$ cat src/core/aocal_pkg.sv
package aocal_pkg;

	// ****************************************************************
	// register map (holding-register addresses, zero based)
	// ****************************************************************
	localparam logic [15:0] ADDR_ACCESS = 16'h001E;
	localparam logic [15:0] ADDR_CH4_UPPER = 16'h0027;
	localparam logic [15:0] ADDR_CH4_LOWER = 16'h0028;
	localparam logic [15:0] ADDR_CH5_UPPER = 16'h0029;
	localparam logic [15:0] ADDR_CH5_LOWER = 16'h002A;
	localparam logic [15:0] ADDR_RSVD_FIRST = 16'h002B;
	localparam logic [15:0] ADDR_SPAN_SEL = 16'h0031;
	localparam logic [15:0] ADDR_ZERO_SEL = 16'h0032;
	// mirror window: reference 43001 is input address 0
	localparam logic [15:0] MIRROR_BASE = 16'h0BB8;
	localparam logic [15:0] MIRROR_SIZE = 16'h0400;

	// ****************************************************************
	// codes and reset values
	// ****************************************************************
	localparam logic [15:0] UNLOCK_CODE = 16'h5E2A;
	localparam logic [15:0] LOCK_CODE = 16'h0000;
	localparam logic [15:0] ACCESS_READ = 16'h0000;
	localparam logic [15:0] COUNT_RESET = 16'h0000;
	localparam logic [15:0] SELECT_RESET = 16'h0000;
	localparam logic [15:0] RSVD_READ = 16'h0000;

	// ****************************************************************
	// carriers
	// ****************************************************************
	typedef struct packed {
		logic rd;
		logic wr;
		logic [15:0] addr;
		logic [15:0] wdata;
	} aocal_req_s;

	typedef struct packed {
		logic [15:0] ch4Upper;
		logic [15:0] ch4Lower;
		logic [15:0] ch5Upper;
		logic [15:0] ch5Lower;
	} aocal_ends_s;

endpackage

$ cat src/core/aocal_regs.sv
`timescale 1ns/1ps
// Function
// span select: one-hot bit per channel
// zero select: one-hot bit per channel
// client unlocks with 5E2AH before selecting
// input registers mirrored at reference plus 43000
// hold channel four and five endpoints
// zero relocks; access reads zero, resets locked
// endpoint words are raw DAC counts
// locked writes to calibration registers ignored
module aocal_regs (
	// clock and reset
	input wire logic clk,
	input wire logic sys_rst,
	// holding-register access from the protocol engine
	input wire aocal_pkg::aocal_req_s req,
	output logic [15:0] rdData,
	output logic rdValid,
	// input-register file lookup for the mirror window
	output logic [15:0] inAddr,
	input wire logic [15:0] inData,
	// calibration state toward the output channels
	output aocal_pkg::aocal_ends_s ends,
	output logic [15:0] spanSelect,
	output logic [15:0] zeroSelect,
	output logic spanStart,
	output logic zeroStart,
	output logic unlocked
);
	import aocal_pkg::*;

	// ****************************************************************
	// decode
	// ****************************************************************
	function automatic logic hit(input logic [15:0] a, input logic [15:0] r);
		return a == r;
	endfunction

	logic [15:0] mirOff;
	logic inMirror;
	logic wrAccess;
	logic calWrOk;
	logic pendMirror;
	logic wrSpan;
	logic wrZero;
	logic [15:0] next_rdData;

	assign mirOff = req.addr - MIRROR_BASE;
	assign inMirror = (req.addr >= MIRROR_BASE) && (mirOff < MIRROR_SIZE);
	assign wrAccess = req.wr && hit(req.addr, ADDR_ACCESS);
	// protection gate: while locked calibration writes drop silently
	assign calWrOk = req.wr && unlocked;
	// one decode per select keeps the store and the start pulse in step
	assign wrSpan = calWrOk && hit(req.addr, ADDR_SPAN_SEL);
	assign wrZero = calWrOk && hit(req.addr, ADDR_ZERO_SEL);

	// ****************************************************************
	// write path
	// ****************************************************************
	always_ff @(posedge clk) begin
		if (sys_rst) begin
			unlocked <= 1'b0;
		end else if (wrAccess && req.wdata == UNLOCK_CODE) begin
			unlocked <= 1'b1;
		end else if (wrAccess && req.wdata == LOCK_CODE) begin
			unlocked <= 1'b0;
		end
	end

	// raw DAC counts, stored untouched by any correction
	always_ff @(posedge clk) begin
		if (sys_rst) begin
			ends <= {4{COUNT_RESET}};
		end else if (calWrOk) begin
			if (hit(req.addr, ADDR_CH4_UPPER))
				ends.ch4Upper <= req.wdata;
			if (hit(req.addr, ADDR_CH4_LOWER))
				ends.ch4Lower <= req.wdata;
			if (hit(req.addr, ADDR_CH5_UPPER))
				ends.ch5Upper <= req.wdata;
			if (hit(req.addr, ADDR_CH5_LOWER))
				ends.ch5Lower <= req.wdata;
		end
	end

	always_ff @(posedge clk) begin
		if (sys_rst) begin
			spanSelect <= SELECT_RESET;
			zeroSelect <= SELECT_RESET;
			spanStart <= 1'b0;
			zeroStart <= 1'b0;
		end else begin
			spanStart <= wrSpan;
			zeroStart <= wrZero;
			if (wrSpan)
				spanSelect <= req.wdata;
			if (wrZero)
				zeroSelect <= req.wdata;
		end
	end

	// ****************************************************************
	// read path
	// ****************************************************************
	// mirror reads take two cycles: address out, then input data back
	always_comb begin
		next_rdData = RSVD_READ;
		if (hit(req.addr, ADDR_ACCESS))
			next_rdData = ACCESS_READ;
		else if (hit(req.addr, ADDR_CH4_UPPER))
			next_rdData = ends.ch4Upper;
		else if (hit(req.addr, ADDR_CH4_LOWER))
			next_rdData = ends.ch4Lower;
		else if (hit(req.addr, ADDR_CH5_UPPER))
			next_rdData = ends.ch5Upper;
		else if (hit(req.addr, ADDR_CH5_LOWER))
			next_rdData = ends.ch5Lower;
		else if (hit(req.addr, ADDR_SPAN_SEL))
			next_rdData = spanSelect;
		else if (hit(req.addr, ADDR_ZERO_SEL))
			next_rdData = zeroSelect;
	end

	always_ff @(posedge clk) begin
		if (sys_rst) begin
			inAddr <= 16'h0000;
			pendMirror <= 1'b0;
			rdValid <= 1'b0;
			rdData <= 16'h0000;
		end else begin
			pendMirror <= req.rd && inMirror;
			if (req.rd && inMirror)
				inAddr <= mirOff;
			rdValid <= (req.rd && !inMirror) || pendMirror;
			if (pendMirror)
				rdData <= inData;
			else if (req.rd)
				rdData <= next_rdData;
		end
	end
endmodule

$ cat config.mk
export PLATFORM = sky130hd
export DESIGN_NAME = aocal_regs
export DESIGN_NICKNAME = d
export VERILOG_FILES = /design/src/core/aocal_pkg.sv /design/src/core/aocal_regs.sv
export SDC_FILE = /design/constraint.sdc
export NUM_CORES = 1
export LEC_CHECK = 0
export BUFFER_PORTS_ARGS = -buffer_cell sky130_fd_sc_hd__buf_2
export CAP_MARGIN = 20
export CORE_ASPECT_RATIO = 0.5
export CORE_MARGIN = 2
export CORE_UTILIZATION = 29
export CTS_CLUSTER_SIZE = 24
export DETAILED_ROUTE_END_ITERATION = 6
export PLACE_DENSITY = 0.52
export SLEW_MARGIN = 20
export SYNTH_ARGS = -nofsm -noshare
export SYNTH_HDL_FRONTEND = slang
export SYNTH_SLANG_ARGS = --single-unit
$ cat constraint.sdc
create_clock -name clk -period 5.4 [get_ports clk]
set_input_delay 0.54 -clock clk [delete_from_list [all_inputs] [get_ports clk]]
set_output_delay 0.54 -clock clk [all_outputs]
set_load 0.1 [all_outputs]
==> impl_metrics.prom <==
# TYPE chip_impl_metric gauge
chip_impl_metric{name="clkLatencyLatePin",unit="ns"} 0.42
chip_impl_metric{name="start_util",unit=""} 0.3004
chip_impl_metric{name="crit_buf_inv",unit=""} 1
chip_impl_metric{name="timing_worst_slew_pin_value",unit="ns"} 1.053
chip_impl_metric{name="final_min_period_over_clock_period",unit=""} 0.6613
chip_impl_metric{name="worst_setup_hold_path_clk_slew",unit="ns"} 0.06
chip_impl_metric{name="placed_area",unit="um2"} 6969
chip_impl_metric{name="global_route_wire_length_before_repair",unit="um"} 32900
chip_impl_metric{name="power-per-cell-area",unit="nW/um2"} 304.4
chip_impl_info{name="worst_setup_path_end_kind",value="flip-flop"} 1
chip_impl_metric{name="final_setup_tns",unit="ns"} 0
chip_impl_metric{name="dp_cells",unit=""} 1106
chip_impl_metric{name="die-area",unit="um2"} 21710
chip_impl_info{name="hold_path.class",value="in2reg"} 1
chip_impl_metric{name="async_flop_share",unit=""} 0
chip_impl_metric{name="design.final.nets",unit=""} 912
chip_impl_metric{name="number_of_global_route_vias_before_repair",unit=""} 5602
chip_impl_info{name="clockRootBuffer",value="clkbuf_16"} 1
chip_impl_metric{name="grtUsageTotal",unit=""} 0.1969
chip_impl_metric{name="synth_enable_flop_cells",unit=""} 0
chip_impl_metric{name="drt_wl_total",unit="um"} 21340
chip_impl_metric{name="cts.repair_timing.setup_buffer_count",unit=""} 0
chip_impl_metric{name="wire_per_inst",unit="um"} 18.76
chip_impl_metric{name="critPathMaxFanout",unit=""} 18
chip_impl_metric{name="data_arrival_time_at_the_worst_slack_endpoint",unit="ns"} 3.84
chip_impl_metric{name="grt_start_max_net_pins",unit=""} 81
chip_impl_info{name="synth_top_family_by_area",value="compound AO/OA/AOI/OAI gates"} 1
chip_impl_metric{name="total_power",unit="mW"} 2.308
chip_impl_metric{name="clock_period_minus_final_worst_setup_slack",unit="ns"} 3.571
chip_impl_info{name="layout.cells.most_common",value="buf_2"} 1
chip_impl_metric{name="post_route_cells_drive_above_1_share",unit=""} 0.2649
chip_impl_metric{name="drv_cap",unit=""} 0
chip_impl_metric{name="place_ws",unit="ns"} 1.410
chip_impl_info{name="critPathKind",value="in2reg"} 1
chip_impl_metric{name="via_count",unit=""} 5802
chip_impl_metric{name="synth_warnings",unit=""} 0
chip_impl_metric{name="number_of_cells_upsized_or_downsized_after_cts",unit=""} 0
chip_impl_metric{name="timing.reg2reg.worst_path_depth",unit=""} 5
chip_impl_metric{name="place.gp.congestion",unit=""} 0.8533
chip_impl_metric{name="ys_seq_elements",unit=""} 133
chip_impl_metric{name="area_growth_syn_to_layout",unit="%"} 27.64
chip_impl_metric{name="cts_sinks",unit=""} 133
chip_impl_info{name="most-common-layout-cells",value="buf_2, nand2_1, dfxtp_1, a21oi_1, nor2_1"} 1
chip_impl_metric{name="syn_avg_cell_area",unit="um2"} 8.284
chip_impl_metric{name="p_leak",unit="nW"} 3.197
chip_impl_info{name="outcome",value="finished with violations"} 1
chip_impl_info{name="startpoint_class",value="input pin"} 1
chip_impl_metric{name="first_iter_violations",unit=""} 551
chip_impl_metric{name="report.final.setup_viol",unit=""} 0
chip_impl_metric{name="antenna_found_initial",unit=""} 0
chip_impl_metric{name="post_synth_and_or_nand_nor_area_fraction",unit=""} 0.2132
chip_impl_metric{name="dieWidth",unit="um"} 206.4
chip_impl_info{name="cp_top_family",value="simple AND/OR/NAND/NOR gates"} 1
chip_impl_metric{name="hold-path-cell-count",unit=""} 3
chip_impl_info{name="grt_setup_unrepaired",value="false"} 1
chip_impl_metric{name="cts-buffers-inserted",unit=""} 17
chip_impl_metric{name="core",unit="um2"} 19770
chip_impl_info{name="cts_tree",value="yes"} 1
chip_impl_metric{name="detail_route.drc_violations",unit=""} 8
chip_impl_metric{name="post_synth_mux_area_share",unit=""} 0.06236
chip_impl_info{name="failed_checks",value="DRC"} 1
chip_impl_metric{name="syn-num-nets",unit=""} 770
chip_impl_metric{name="maximum_clock_skew_at_final_layout",unit="ns"} 0.01124
chip_impl_metric{name="ioPinCount",unit=""} 184
chip_impl_metric{name="worst-endpoint-required",unit="ns"} 5.67
chip_impl_metric{name="io_buffer_count",unit=""} 183
chip_impl_info{name="worst_path_max_delay_cell",value="nand3_1"} 1
chip_impl_metric{name="diodes",unit=""} 0
chip_impl_metric{name="place.detailed.hpwl",unit="um"} 15690
chip_impl_metric{name="synthXorXnorAreaFrac",unit=""} 0.005898
chip_impl_metric{name="worst_slack",unit="ns"} 1.829
chip_impl_info{name="synth_ff_type",value="dfxtp_1"} 1
chip_impl_metric{name="drtPass1Iterations",unit=""} 7
chip_impl_metric{name="vdd_drop_max",unit="V"} 0.0001608
chip_impl_metric{name="syn-cell-area",unit="um2"} 5939
chip_impl_metric{name="clockBufferDepth",unit=""} 2
chip_impl_info{name="cp_cell_sequence",value="buf_2, nor4_2, and4_1, and3_1, nand3_1, mux2i_1, nor2_1"} 1
chip_impl_metric{name="cpPeakStageDelay",unit="ns"} 0.87
chip_impl_metric{name="synth_cell_type_count",unit=""} 51
chip_impl_metric{name="synth_seq_area_share",unit=""} 0.4483
chip_impl_metric{name="synth_compound_area_frac",unit=""} 0.2182
chip_impl_metric{name="post_synth_inst_count",unit=""} 717
chip_impl_metric{name="rows",unit=""} 36
chip_impl_metric{name="htreeDepth",unit=""} 4
chip_impl_metric{name="cts.hold.buffers_added",unit=""} 0
chip_impl_metric{name="grt-ovfl-total",unit=""} 0
chip_impl_metric{name="postLayoutCellArea",unit="um2"} 7581
chip_impl_metric{name="die_height",unit="um"} 105.2
chip_impl_metric{name="final_max_slew_viol_count",unit=""} 0
chip_impl_metric{name="hold_viol",unit=""} 0
chip_impl_metric{name="route.antenna.remaining_nets",unit=""} 0
chip_impl_metric{name="avgViaCountPerCell",unit=""} 5.098
chip_impl_metric{name="layoutNonFillerInstCount",unit=""} 1138
chip_impl_metric{name="timing.fmax",unit="GHz"} 0.2800
chip_impl_metric{name="timing.slew.headroom",unit=""} 0.2958
chip_impl_metric{name="yosys.area_share.adder",unit=""} 0.002107
chip_impl_metric{name="critical_path_depth",unit=""} 7
## path summary, 6_finish.rpt
kind	start	end	slack, ns
max	req[23]	spanSelect[12]	1.83
max reg2reg	unlocked	ends[37]	3.47
min reg2reg	ends[48]	ends[48]	0.47
min	inData[14]	rdData[14]	0.40
## layer usage
metal  global-route usage  vias to the layer above  wire length [um]
met3              0.04772                       11              1312
met4              0.04745                        0               164
li1                     -                     2838                 -
met5                    0                        -                 0
met2               0.2962                      150              9555
met1               0.2804                     2803             10310
## state kept, by name (all words and copies together), names as in the netlist
name	flops
rdValid	1
zeroSelect	16
inAddr	16
ends	64
zeroStart	1
rdData	16
unlocked	1
pendMirror	1
spanStart	1
spanSelect	16
## per-stage QoR
step / hold WS, ns / util
after detailed placement: 0.4595 / 0.3524
after CTS: 0.3828 / 0.3829
after global routing: 0.4052 / 0.3834
final: 0.4012 / 0.3834
after global placement: 0.4502 / 0.3520
after floorplan: 0.6760 / -
## area by class of cell
cell class | count | area, um2
fill | 2049 | 12190
sequential | 133 | 2663
timing repair buffer | 190 | 970.9
clock buffer | 18 | 439.2
clock inverter | 14 | 163.9
tap | 266 | 332.8
inverter | 2 | 7.507
multi-input combinational | 515 | 3004
## tightest hold or removal path: stages
cell and delay, ns:
buf_2 0.08, a21oi_1 0.05, a21oi_1 0.10
## logic make-up (layout without fill, tap and decap cells)
group | after synthesis | count (layout)
and+or+nand+nor | 263 | 263
buffers and inverters | 69 | 224
DFF | 133 | 133
AOI/OAI and AO/OA | 210 | 210
adders and majority gates | 1 | 1
xor gates and xnor gates | 4 | 4
muxes | 37 | 37
## power breakdown
| part | internal [mW] | switching (mW) |
|---|---|---|
| Clock | 0.707 | 0.493 |
| Combinational | 0.0334 | 0.0921 |
| Sequential | 0.982 | 0.000485 |
## cells in the mapped netlist (2+ instances only)
library cell / number / share of area
a21oi_1: 97 / 0.082
nand2_1: 139 / 0.088
xnor2_1: 3 / 0.0044
nand2b_1: 6 / 0.0063
a22oi_1: 14 / 0.018
nand4_1: 6 / 0.0063
a22o_1: 14 / 0.021
o21bai_1: 15 / 0.019
o21ai_0: 24 / 0.020
nor2_1: 44 / 0.028
nand3_1: 11 / 0.0093
o22ai_1: 15 / 0.016
mux2i_1: 37 / 0.062
a221oi_1: 14 / 0.021
nor4_2: 3 / 0.0063
o211ai_1: 4 / 0.0051
a211oi_1: 5 / 0.0063
nor2b_1: 3 / 0.0032
nor3b_1: 25 / 0.032
nor4_1: 3 / 0.0032
and3_1: 2 / 0.0021
buf_4: 2 / 0.0025
and2_1: 2 / 0.0021
nand3b_1: 4 / 0.0051
nor3_1: 4 / 0.0034
buf_2: 18 / 0.015
dfxtp_1: 133 / 0.45
clkbuf_1: 46 / 0.029
inv_1: 2 / 0.0013
(Power assumes the default switching activity.)
